**src/mmh_pkg.sv**
```systemverilog
// constants and carrier types for the memory mailbox handshake engine
package mmh_pkg;

  // ------------------------------------------------------------
  // mailbox word offsets within each remote area
  // ------------------------------------------------------------
  localparam logic [15:0] MMH_OFS_READ = 16'h0000;
  localparam logic [15:0] MMH_OFS_SETCHG = 16'h0001;
  localparam logic [15:0] MMH_OFS_CMD = 16'h0002;
  localparam logic [15:0] MMH_OFS_STAT_CODE = 16'h0003;
  localparam logic [15:0] MMH_OFS_VALUE = 16'h0004;
  localparam int MMH_AREA_WORDS = 5;

  // ------------------------------------------------------------
  // request and response word encodings
  // ------------------------------------------------------------
  localparam logic [15:0] MMH_REQ_STOP = 16'h0000;
  localparam logic [15:0] MMH_REQ_SINGLE = 16'h0001;
  localparam logic [15:0] MMH_REQ_MULTI = 16'h0002;
  localparam logic [15:0] MMH_REQ_RDSET = 16'h0003;
  localparam int MMH_ACT_BIT = 15;

  // ------------------------------------------------------------
  // default remote area bases
  // ------------------------------------------------------------
  localparam logic [15:0] MMH_UPLOAD_BASE = 16'h0000;
  localparam logic [15:0] MMH_DOWNLOAD_BASE = 16'h0100;

  // ------------------------------------------------------------
  // software register offsets and reset values
  // ------------------------------------------------------------
  localparam logic [7:0] MMH_REG_CTRL = 8'h00;
  localparam logic [7:0] MMH_REG_SV_MIN = 8'h04;
  localparam logic [7:0] MMH_REG_SV_MAX = 8'h08;
  localparam logic [7:0] MMH_REG_SETVAL = 8'h0c;
  localparam logic [7:0] MMH_REG_STATUS = 8'h10;
  localparam logic [7:0] MMH_REG_CMD = 8'h14;
  localparam int MMH_CTRL_EN_BIT = 0;
  localparam logic [15:0] MMH_SV_MIN_RST = 16'h8000;
  localparam logic [15:0] MMH_SV_MAX_RST = 16'h7fff;
  localparam logic [15:0] MMH_SETVAL_RST = 16'h0000;

  // ------------------------------------------------------------
  // timing
  // ------------------------------------------------------------
  localparam int MMH_CLK_KHZ = 25000;
  localparam int MMH_POLL_TIME_US = 100;
  localparam int MMH_POLL_CYCLES = MMH_POLL_TIME_US * MMH_CLK_KHZ / 1000;

  // ------------------------------------------------------------
  // remote memory word access carriers
  // ------------------------------------------------------------
  typedef struct packed {
    logic req;
    logic we;
    logic [15:0] addr;
    logic [15:0] wdata;
  } mmh_mem_req_t;

  typedef struct packed {
    logic ack;
    logic [15:0] rdata;
  } mmh_mem_rsp_t;

endpackage

```
**src/mmh_engine.sv**
```systemverilog
// memory mailbox handshake engine: polls remote request words, answers them
//
// Operation
// nonzero read request copies upload parameters into remote upload area
// single read transfers once, then posts the response
// multi read repeats transfers until request withdrawn
// single read ends when remote clears request; device then clears response
// multi read posts response and runs transfers by itself
// read-setting request uploads download-selected parameters for checking
// remote stops read with 0000; device finishes transfer, then clears
// bit 15 of status word toggles after each complete exchange
// remote writes to monitor word never alter internal settings
// setting change request reads download area, updates internal settings
// single setting change writes every value once
// multi setting change repeats compare-and-write until withdrawn
// remote writes download values before setting the change request
// setting change request takes up every download parameter
// values travel as unscaled integers, decimal point dropped
// out-of-range set value rejected, previous setting kept
// remote places command code first; device reads it on request
// single command executes once; response cleared after request cleared
// multi command executes on each change of command code
// five consecutive words per area in fixed order
// stop request halts only after the series in progress completes
// request codes: 0 stop, 1 single, 2 multi, 3 read-setting
// no direct change between nonzero requests; stop must come first
// accepted request copies its value into the response word
// request words polled periodically; three request types independent
//
// Implementation choices: the plain strobed port and the placing of the registers.
`timescale 1ns/100ps
`default_nettype none

module mmh_engine
  import mmh_pkg::*;
#(
  parameter int POLL_CYCLES = MMH_POLL_CYCLES,
  parameter logic [15:0] UPLOAD_BASE = MMH_UPLOAD_BASE,
  parameter logic [15:0] DOWNLOAD_BASE = MMH_DOWNLOAD_BASE
) (
  input wire logic sys_clk,
  input wire logic reset,
  // software register port
  input wire logic [7:0] reg_addr,
  input wire logic [31:0] reg_wdata,
  input wire logic reg_wr,
  input wire logic reg_rd,
  output logic [31:0] reg_rdata,
  // remote memory word access
  output mmh_mem_req_t mem_req,
  input wire mmh_mem_rsp_t mem_rsp,
  // device side values
  input wire logic [15:0] monitor_value,
  output logic [15:0] set_value,
  output logic cmd_strobe,
  output logic [15:0] cmd_code
);

  // ------------------------------------------------------------
  // types and state
  // ------------------------------------------------------------
  typedef enum logic [1:0] {
    ST_IDLE,
    ST_POLL,
    ST_DECIDE,
    ST_WRITE
  } mmh_state_t;

  localparam int NSLOT = 6;

  mmh_state_t state_reg, state_next;
  logic [15:0] wait_reg, wait_next;
  logic [2:0] idx_reg, idx_next;
  logic [15:0] dl_reg [MMH_AREA_WORDS];
  logic [15:0] dl_next [MMH_AREA_WORDS];
  logic [NSLOT-1:0] mask_reg, mask_next;
  mmh_mem_req_t link_reg, link_next;
  logic [15:0] rd_resp_reg, rd_resp_next;
  logic [15:0] sc_resp_reg, sc_resp_next;
  logic [15:0] cm_resp_reg, cm_resp_next;
  logic [15:0] comm_reg, comm_next;
  logic [15:0] data_reg, data_next;
  logic [15:0] prev_sv_reg, prev_sv_next;
  logic [15:0] last_code_reg, last_code_next;
  logic [15:0] sv_reg, sv_next;
  logic cmd_stb_reg, cmd_stb_next;
  logic [15:0] cmd_reg, cmd_next;
  logic en_reg, en_next;
  logic [15:0] sv_min_reg, sv_min_next;
  logic [15:0] sv_max_reg, sv_max_next;
  logic [31:0] rdata_reg, rdata_next;
  logic [7:0] reject_reg, reject_next;

  // slot to remote word: 0 early read response, 1 data, 2 status,
  // 3 late read response, 4 setting response, 5 command response
  function automatic logic [15:0] slot_addr(input logic [2:0] s);
    logic [15:0] ofs;
    ofs = MMH_OFS_READ;
    case (s)
      3'd1: ofs = MMH_OFS_VALUE;
      3'd2: ofs = MMH_OFS_STAT_CODE;
      3'd4: ofs = MMH_OFS_SETCHG;
      3'd5: ofs = MMH_OFS_CMD;
      default: ofs = MMH_OFS_READ;
    endcase
    return UPLOAD_BASE + ofs;
  endfunction

  // signed window test for incoming set values
  function automatic logic in_range(input logic [15:0] v,
                                    input logic [15:0] lo,
                                    input logic [15:0] hi);
    return ($signed(v) >= $signed(lo)) && ($signed(v) <= $signed(hi));
  endfunction

  // ------------------------------------------------------------
  // exchange sequencer: poll, decide, write back
  // ------------------------------------------------------------
  always_comb begin
    logic [15:0] rq;
    logic [15:0] sq;
    logic [15:0] cq;
    logic [15:0] code;
    logic [15:0] sv_in;
    logic xfer;
    logic rdset;
    logic take_sv;
    state_next = state_reg;
    wait_next = wait_reg;
    idx_next = idx_reg;
    for (int i = 0; i < MMH_AREA_WORDS; i++) begin
      dl_next[i] = dl_reg[i];
    end
    mask_next = mask_reg;
    link_next = link_reg;
    rd_resp_next = rd_resp_reg;
    sc_resp_next = sc_resp_reg;
    cm_resp_next = cm_resp_reg;
    comm_next = comm_reg;
    data_next = data_reg;
    prev_sv_next = prev_sv_reg;
    last_code_next = last_code_reg;
    sv_next = sv_reg;
    cmd_stb_next = 1'b0;
    cmd_next = cmd_reg;
    reject_next = reject_reg;
    rq = dl_reg[0];
    sq = dl_reg[1];
    cq = dl_reg[2];
    code = dl_reg[3];
    sv_in = dl_reg[4];
    xfer = 1'b0;
    rdset = 1'b0;
    take_sv = 1'b0;

    // software write of the setting; link updates below win
    if (reg_wr && reg_addr == MMH_REG_SETVAL) begin
      sv_next = reg_wdata[15:0];
    end

    case (state_reg)
      // periodic poll timer; idle holds while disabled
      ST_IDLE: begin
        if (!en_reg) begin
          wait_next = '0;
        end else if (wait_reg >= 16'(POLL_CYCLES - 1)) begin
          wait_next = '0;
          idx_next = '0;
          state_next = ST_POLL;
        end else begin
          wait_next = wait_reg + 16'h0001;
        end
      end

      // fetch all five download words, one access at a time
      ST_POLL: begin
        if (link_reg.req) begin
          if (mem_rsp.ack) begin
            link_next.req = 1'b0;
            dl_next[idx_reg] = mem_rsp.rdata;
            if (idx_reg == 3'(MMH_AREA_WORDS - 1)) begin
              state_next = ST_DECIDE;
            end else begin
              idx_next = idx_reg + 3'd1;
            end
          end
        end else begin
          link_next.req = 1'b1;
          link_next.we = 1'b0;
          link_next.addr = DOWNLOAD_BASE + 16'(idx_reg);
          link_next.wdata = '0;
        end
      end

      // the three request types are judged independently
      ST_DECIDE: begin
        mask_next = '0;
        // read channel
        if (rd_resp_reg == MMH_REQ_STOP) begin
          if (rq == MMH_REQ_SINGLE || rq == MMH_REQ_RDSET) begin
            rd_resp_next = rq;
            xfer = 1'b1;
            rdset = (rq == MMH_REQ_RDSET);
            mask_next[3] = 1'b1; // response after the transfer
          end else if (rq == MMH_REQ_MULTI) begin
            rd_resp_next = rq;
            xfer = 1'b1;
            mask_next[0] = 1'b1; // response before transfers
          end
        end else if (rq == MMH_REQ_STOP) begin
          // last transfer already finished in an earlier exchange
          rd_resp_next = MMH_REQ_STOP;
          mask_next[3] = 1'b1;
        end else if (rd_resp_reg == MMH_REQ_MULTI) begin
          // other nonzero values do not switch mode
          xfer = 1'b1;
        end
        if (xfer) begin
          // monitor or setting, copied raw with no scaling
          data_next = rdset ? sv_reg : monitor_value;
          comm_next = comm_reg ^ (16'h0001 << MMH_ACT_BIT);
          mask_next[1] = 1'b1;
          mask_next[2] = 1'b1;
        end

        // setting change channel; upload words never feed back
        if (sc_resp_reg == MMH_REQ_STOP) begin
          if (sq == MMH_REQ_SINGLE || sq == MMH_REQ_MULTI) begin
            sc_resp_next = sq;
            take_sv = 1'b1; // take every download value
            mask_next[4] = 1'b1;
          end
        end else if (sq == MMH_REQ_STOP) begin
          sc_resp_next = MMH_REQ_STOP;
          mask_next[4] = 1'b1;
        end else if (sc_resp_reg == MMH_REQ_MULTI) begin
          take_sv = (sv_in != prev_sv_reg); // changed values only
        end
        // single accepts once, so a later poll writes nothing
        if (take_sv) begin
          prev_sv_next = sv_in;
          if (in_range(sv_in, sv_min_reg, sv_max_reg)) begin
            sv_next = sv_in;
          end else begin
            reject_next = reject_reg + 8'h01; // keep old setting
          end
        end

        // operation command channel
        if (cm_resp_reg == MMH_REQ_STOP) begin
          if (cq == MMH_REQ_SINGLE || cq == MMH_REQ_MULTI) begin
            cm_resp_next = cq;
            cmd_stb_next = 1'b1; // code read with request
            cmd_next = code;
            last_code_next = code;
            mask_next[5] = 1'b1;
          end
        end else if (cq == MMH_REQ_STOP) begin
          cm_resp_next = MMH_REQ_STOP;
          mask_next[5] = 1'b1;
        end else if (cm_resp_reg == MMH_REQ_MULTI &&
                     code != last_code_reg) begin
          cmd_stb_next = 1'b1;
          cmd_next = code;
          last_code_next = code;
        end
        idx_next = '0;
        state_next = ST_WRITE;
      end

      // write back the chosen upload words in slot order
      ST_WRITE: begin
        if (link_reg.req) begin
          if (mem_rsp.ack) begin
            link_next.req = 1'b0;
            if (idx_reg == 3'(NSLOT - 1)) begin
              state_next = ST_IDLE;
            end else begin
              idx_next = idx_reg + 3'd1;
            end
          end
        end else if (mask_reg[idx_reg]) begin
          link_next.req = 1'b1;
          link_next.we = 1'b1;
          link_next.addr = slot_addr(idx_reg);
          case (idx_reg)
            3'd1: link_next.wdata = data_reg;
            3'd2: link_next.wdata = comm_reg;
            3'd4: link_next.wdata = sc_resp_reg;
            3'd5: link_next.wdata = cm_resp_reg;
            default: link_next.wdata = rd_resp_reg;
          endcase
        end else if (idx_reg == 3'(NSLOT - 1)) begin
          state_next = ST_IDLE;
        end else begin
          idx_next = idx_reg + 3'd1;
        end
      end

      default: begin
        state_next = ST_IDLE;
      end
    endcase
  end

  // sequencer registers
  always_ff @(posedge sys_clk) begin
    if (reset) begin
      state_reg <= ST_IDLE;
      wait_reg <= '0;
      idx_reg <= '0;
      for (int i = 0; i < MMH_AREA_WORDS; i++) begin
        dl_reg[i] <= '0;
      end
      mask_reg <= '0;
      link_reg <= '0;
      rd_resp_reg <= MMH_REQ_STOP;
      sc_resp_reg <= MMH_REQ_STOP;
      cm_resp_reg <= MMH_REQ_STOP;
      comm_reg <= '0;
      data_reg <= '0;
      prev_sv_reg <= '0;
      last_code_reg <= '0;
      sv_reg <= MMH_SETVAL_RST;
      cmd_stb_reg <= 1'b0;
      cmd_reg <= '0;
      reject_reg <= '0;
    end else begin
      state_reg <= state_next;
      wait_reg <= wait_next;
      idx_reg <= idx_next;
      for (int i = 0; i < MMH_AREA_WORDS; i++) begin
        dl_reg[i] <= dl_next[i];
      end
      mask_reg <= mask_next;
      link_reg <= link_next;
      rd_resp_reg <= rd_resp_next;
      sc_resp_reg <= sc_resp_next;
      cm_resp_reg <= cm_resp_next;
      comm_reg <= comm_next;
      data_reg <= data_next;
      prev_sv_reg <= prev_sv_next;
      last_code_reg <= last_code_next;
      sv_reg <= sv_next;
      cmd_stb_reg <= cmd_stb_next;
      cmd_reg <= cmd_next;
      reject_reg <= reject_next;
    end
  end

  // ------------------------------------------------------------
  // software register port
  // ------------------------------------------------------------
  // control and range limits; read data valid only the cycle after
  always_comb begin
    en_next = en_reg;
    sv_min_next = sv_min_reg;
    sv_max_next = sv_max_reg;
    rdata_next = '0;
    if (reg_wr) begin
      case (reg_addr)
        MMH_REG_CTRL: en_next = reg_wdata[MMH_CTRL_EN_BIT];
        MMH_REG_SV_MIN: sv_min_next = reg_wdata[15:0];
        MMH_REG_SV_MAX: sv_max_next = reg_wdata[15:0];
        default: en_next = en_reg;
      endcase
    end
    if (reg_rd) begin
      case (reg_addr)
        MMH_REG_CTRL: rdata_next = {31'h0, en_reg};
        MMH_REG_SV_MIN: rdata_next = {16'h0, sv_min_reg};
        MMH_REG_SV_MAX: rdata_next = {16'h0, sv_max_reg};
        MMH_REG_SETVAL: rdata_next = {16'h0, sv_reg};
        MMH_REG_STATUS: rdata_next = {reject_reg, comm_reg[MMH_ACT_BIT],
                                      1'b0, cm_resp_reg[1:0],
                                      sc_resp_reg[1:0], rd_resp_reg[1:0],
                                      16'h0};
        MMH_REG_CMD: rdata_next = {16'h0, cmd_reg};
        default: rdata_next = '0; // unmapped reads as zero
      endcase
    end
  end

  // register port flip-flops
  always_ff @(posedge sys_clk) begin
    if (reset) begin
      en_reg <= 1'b0;
      sv_min_reg <= MMH_SV_MIN_RST;
      sv_max_reg <= MMH_SV_MAX_RST;
      rdata_reg <= '0;
    end else begin
      en_reg <= en_next;
      sv_min_reg <= sv_min_next;
      sv_max_reg <= sv_max_next;
      rdata_reg <= rdata_next;
    end
  end

  // ------------------------------------------------------------
  // outputs, all from flip-flops
  // ------------------------------------------------------------
  assign reg_rdata = rdata_reg;
  assign mem_req = link_reg;
  assign set_value = sv_reg;
  assign cmd_strobe = cmd_stb_reg;
  assign cmd_code = cmd_reg;

endmodule

`default_nettype wire

```
**config.mk**
```make
export PLATFORM = sky130hd
export DESIGN_NAME = mmh_engine
export DESIGN_NICKNAME = d
export VERILOG_FILES = /design/src/mmh_pkg.sv /design/src/mmh_engine.sv
export SDC_FILE = /design/constraint.sdc
export NUM_CORES = 1
export LEC_CHECK = 0
export ABC_AREA = 0
export BUFFER_PORTS_ARGS = -buffer_cell sky130_fd_sc_hd__clkbuf_2
export CAP_MARGIN = 5
export CORE_MARGIN = 3
export CORE_UTILIZATION = 32
export DETAILED_ROUTE_END_ITERATION = 10
export SLEW_MARGIN = 20
export SYNTH_ARGS = -nofsm -noshare
export SYNTH_HDL_FRONTEND = slang
export SYNTH_SLANG_ARGS = --single-unit
export TNS_END_PERCENT = 50
```
**constraint.sdc**
```tcl
create_clock -name sys_clk -period 7.8 [get_ports sys_clk]
set_clock_uncertainty 0.15 [all_clocks]
set_input_delay 1.17 -clock sys_clk [delete_from_list [all_inputs] [get_ports sys_clk]]
set_output_delay 1.17 -clock sys_clk [all_outputs]
set_load 0.03 [all_outputs]
```
=== Yosys cells after proc, flatten, opt, wreduce, memory -nomap -nowiden ===
Memory sizes are Yosys's and may differ from the RTL's.
Index checks and enable logic that the tools add are counted.

* Flip-flop bits (word level): 248
* Bits in writable memories: 80
* Input bits: 77
* Output and inout port bits: 99
* Memories kept: 1

* Add/subtract/negate cells: 4
* Order comparisons: 6
* Equality and inequality tests: 39
* Muxes and demuxes: 95
* Bitwise logic cells: 10
* Reductions and logical operators: 35

{| class="wikitable"
|+ Memories
! name !! depth !! bits a word !! rd ports !! clocked after Yosys merged registers in !! write ports !! line !! RTL
|-
| dl_reg || 5 || 16 || 5 || 0 || 5 || mmh_engine.sv:74 || <nowiki>logic [15:0] dl_reg [MMH_AREA_WORDS];</nowiki>
|}

{| class="wikitable"
|+ Operators by type and width
! kind !! number
|-
| two-way mux 16 bit || 27
|-
| two-way mux 80 bit || 3
|-
| case mux 32 bit (6 select lines) || 1
|-
| equality test 16 x 2 -> 1 bit, second input constant || 7
|-
| zero test 16 bit || 6
|-
| bitwise mux 80 bit || 1
|-
| case mux 34 bit (2 select lines) || 1
|-
| two-way mux 33 bit || 2
|-
| case mux 16 bit (4 select lines) || 1
|-
| demux 16 bit (select 3 bit) || 1
|-
| equality test 16 x 1 -> 1 bit, second input constant || 3
|-
| two-way mux 1 bit || 34
|-
| two-way mux 34 bit || 1
|-
| != test 16 bit || 2
|-
| two-way mux 3 bit || 9
|-
| case mux 3 bit (4 select lines) || 2
|-
| two-way mux 2 bit || 10
|-
| != test 2 bit, second input constant || 10
|-
| adder 16 x 1 -> 16 bit, second input constant || 1
|-
| equality test 8 x 4 -> 1 bit, second input constant || 2
|-
| equality test 8 x 5 -> 1 bit, second input constant || 2
|-
| greater-or-equal comparator 16 x 12 -> 1 bit, second input constant || 1
|-
| greater-or-equal comparator 16 bit || 1
|-
| less-or-equal comparator 16 bit || 1
|-
| 30 further kinds || 60
|}

=== Logic depth before layout (Yosys ltp) ===
* Word-level depth: 10
* Gate-level depth with buffers: 11
* Depth with buffers taken out: 9

=== Least setup slack after synthesis ===
Ideal clock, no wire load.

* Path type: in2reg
* Start: input reg_addr[6]
* End: register sv_min_reg[10]
* Data arrival time: 3,166 ps
* Data required time: 7,522 ps
* Path slack: 4,357 ps
* Stages: 9
* Buffers on the path: 3
* Cell sequence: or4_1 nor3_1 and2_1 clkbuf_1 nand3b_1 clkbuf_1 clkbuf_1 mux2i_1 nor2_1

* Longest elaborated chain between the ends: 2

{| class="wikitable"
|+ Ends and longest elaborated chain
! element !! line !! RTL
|-
| from (decl) || mmh_engine.sv:44 || <nowiki>input wire logic [7:0] reg_addr,</nowiki>
|-
| equality test 8 x 3 -> 1 bit || mmh_engine.sv:361 || <nowiki>case (reg_addr)</nowiki>
|-
| AND reduction 2 bit (no source line) || n/a ||
|-
| to (signal assigned) || mmh_engine.sv:393 || <nowiki>sv_min_reg <= sv_min_next;</nowiki>
|-
| to (decl) || mmh_engine.sv:89 || <nowiki>logic [15:0] sv_min_reg, sv_min_next;</nowiki>
|}

Every way passes these cells.
A chain may end at the register's enable or synchronous reset.

=== Worst setup path in the final report ===
* Start: input reg_addr[6]
* End: register sv_reg[10], in the netlist set_value[10]

* Longest elaborated chain between the ends: 6

{| class="wikitable"
|+ Ends and longest elaborated chain
! element !! line !! RTL
|-
| equality test 8 x 4 -> 1 bit * || mmh_engine.sv:157 || <nowiki>if (reg_wr && reg_addr == MMH_REG_SETVAL) begin</nowiki>
|-
| logical AND 1 bit * || mmh_engine.sv:157 ||
|-
| two-way mux 16 bit * || mmh_engine.sv:157 ||
|-
| two-way mux 16 bit || mmh_engine.sv:242 || <nowiki>if (in_range(sv_in, sv_min_reg, sv_max_reg)) begin</nowiki>
|-
| two-way mux 16 bit || mmh_engine.sv:240 || <nowiki>if (take_sv) begin</nowiki>
|-
| two-way mux 16 bit * || mmh_engine.sv:161 || <nowiki>case (state_reg)</nowiki>
|-
| to (signal assigned) || mmh_engine.sv:344 || <nowiki>sv_reg <= sv_next;</nowiki>
|-
| to (decl) || mmh_engine.sv:85 || <nowiki>logic [15:0] sv_reg, sv_next;</nowiki>
|}

Every way passes the cells marked *; elsewhere a longest branch is shown, timed or not.

==> impl_metrics.toml <==
[status]
status = "finished, final reports clean"

[setup_path]
crit_arrival_ns = 4.18
critPathRequiredTime_ns = 8.07
end_kind = "flop"
reg2reg_from = "dl_reg[0][79]$_SDFFE_PP0P_"
cp_max_fo = 18
start_kind = "primary input"
crit_type = "primary input to flop"
cp-startpoint = "reg_addr[6]"

[finish]
antenna_cells = 0
stdcell_count = 2306
fill_cells = 4229
area_growth_pct = 17.6
layout.nets = 1822
layout-drive-gt1-share_pct = 14.3
largest_register_ffs = 80

[yosys]
synthFlopType = "dfxtp_1"
ys_ff_latch = 314
synth_top_area_cell = "dfxtp_1"
seq_area_frac_synth_pct = 45.4
synth.cell_area_um2 = 13800
synth_edf_count = 0
postSynthAreaPerCell_um2 = 8.68
synth_area_leaders = "dfxtp_1 (45%), mux2i_1 (7.3%), nand2_1 (6.8%), nor2_1 (4.7%), a21oi_1 (4.6%)"
async_flop_share_pct = 0
synth_top_area_share_pct = 45.4
yosysMostFrequentCell = "dfxtp_1"
synth_cell_types = 65
synth.top_cells.by_count = "dfxtp_1 (314), nand2_1 (252), nor2_1 (175)"
synthCells = 1595
yosysWarnings = 0

[global_routing]
top_usage_layer = "met2"
track_usage_pct = 17.5
grt_pass1_wl_mm = 64.1
grt.met1_usage_pct = 23.6
grt_pass1_vias = 11300
antenna_found_initial = 2
grt-ovfl-total = 0
met2_usage_pct = 27.9
use_met3_pct = 2.81
grt_max_degree = 110

[sta]
fin_hold_ws_ns = 0.302
fin_crit_ns = 3.90
setup_violations = 0
slew_headroom_pct = 28.2
clock.fmax_ghz = 0.256
fin_crit_sh_pct = 50.0
finalHoldViolations = 0
rsz0062_at_grt = "no"
final.setup.tns_ns = 0
final_max_slew_viol_count = 0
tightest_slew_ns = 1.07

[clocking]
numCtsBuffers = 36
cts.clk_slew.worst_paths_ns = 0.05
numClockSinks = 314
cts_buffer_depth = 3
cts_root_buf = "clkbuf_16"
post_cts_resized = 0
postCtsSetupBuffers = 0
cts_tree = "done"
htreeDepth = 2
clk_latency_ns = 0.56
hold_buffers = 0

[floorplan]
num_rows = 75
start_util_pct = 32.7
core_um2 = 42300
die_h_um = 214
die_x_um = 214
io_pins = 176
dieArea_um2 = 45800

[worst_hold_path]
hold_start = "mem_req[10]$_SDFFE_PP0P_"
hold_path.class = "flop to flop"

[routing]
detailroute.via_count = 11700
routed_wl_mm = 41.0
drtIter0Drc = 997
routedWlPerCell_um = 17.8
drt_pre_antenna_iters = 5
vias_per_cell = 5.07
ant_nets = 0
drc = 0

[place]
hpwlAfterDp_mm = 29.7
portBuffers = 146
routabilityCongestion = 0.860
dp_cells = 2241

[power_and_ir_drop]
p_per_area_nw_per_um2 = 207
vdd_drop_max_mv = 0.128
p_total_mw = 3.37
p_leak_nw = 6.45

[run]
drv_cap = 0
[final cells by class]
class | count | area, um^2 | area share, %
sequential | 314 | 6290 | 38.6
clock buffer | 50 | 1010 | 6.24
timing repair buffer | 161 | 862 | 5.30
inverter | 48 | 180 | 1.11
tap | 577 | 722 | 4.44
clock inverter | 14 | 171 | 1.05
multi-input combinational | 1142 | 7040 | 43.2
[cells by family after synthesis]
kind of cell,count (synthesis),share of synthesized area (%)
AO/OA/AOI/OAI,294,13.7
XOR/XNOR,38,2.40
adder cells (fa/ha/maj),42,3.80
buffers and inverters,151,4.54
flip-flops,314,45.4
multiplexers,120,8.85
other,1,0.0271
AND/OR/NAND/NOR,635,21.3
[path summary, 6_finish.rpt]
kind	to	slack, ns	cells after the start
worst max-delay path	set_value[10]$_SDFF_PP0_	3.90	8
worst min-delay path	mem_req[10]$_SDFFE_PP0P_	0.30	2
worst max register to register	set_value[2]$_SDFF_PP0_	4.14	9
worst min register to register	mem_req[10]$_SDFFE_PP0P_	0.30	2
[per-stage QoR]
step / utilization, % / cell area (um^2) / worst slack, ns
4_1_cts: 38.4 / 16300 / 3.99
5_1_grt: 38.5 / 16300 / 3.80
3_3_place_gp: 35.6 / 15100 / 3.43
6_report: 38.5 / 16300 / 3.90
2_1_floorplan: - / 13900 / 4.36
3_5_place_dp: 35.6 / 15100 / 3.37
[cell usage in the layout, fill, tap and decap left out, drive strengths merged, types with 4 or more instances in the layout]
master and n:
dfxtp 314, nand2 252, clkbuf 195, nor2 175
a21oi 127, mux2i 101, and2 63, inv 48
ha 42, o21ai 42, o211ai 32, nor4 28
xnor2 23, a211oi 21, mux2 19, nand4 19
nand3 18, nand3b 18, buf 16, xor2 15
a222oi 15, nor3 14, a22o 13, conb 13
and3 10, nor2b 10, clkinv 10, or4 7
a31oi 7, o31ai 5, nor3b 5, a22oi 5
or3 4, a2111oi 4
[routing by layer]
layer | vias to the layer above | share of wire, %
li1 | 5736 | -
met3 | 81 | 5.0
met1 | 5544 | 47
met2 | 331 | 45
met4 | 2 | 3.5
met5 | - | 0.029
[worst max-delay path: stages]
cell      delay (ns)
clkbuf_2        0.08
or4_1           0.54
nor2_1          0.18
and4b_1         0.77
nand2_1         0.73
mux2_2          0.49
mux2i_1         0.15
nor2_1          0.05
[report_power, final]
| group | switching (mW) | leakage [nW] | internal, mW |
|---|---|---|---|
| registers | 0.000851 | 2.53 | 1.60 |
| clock network | 0.692 | 0.576 | 0.988 |
| logic | 0.0601 | 3.34 | 0.0202 |
| total | 0.753 | 6.45 | 2.61 |
Note: power is estimated with default switching activity, not from simulation.
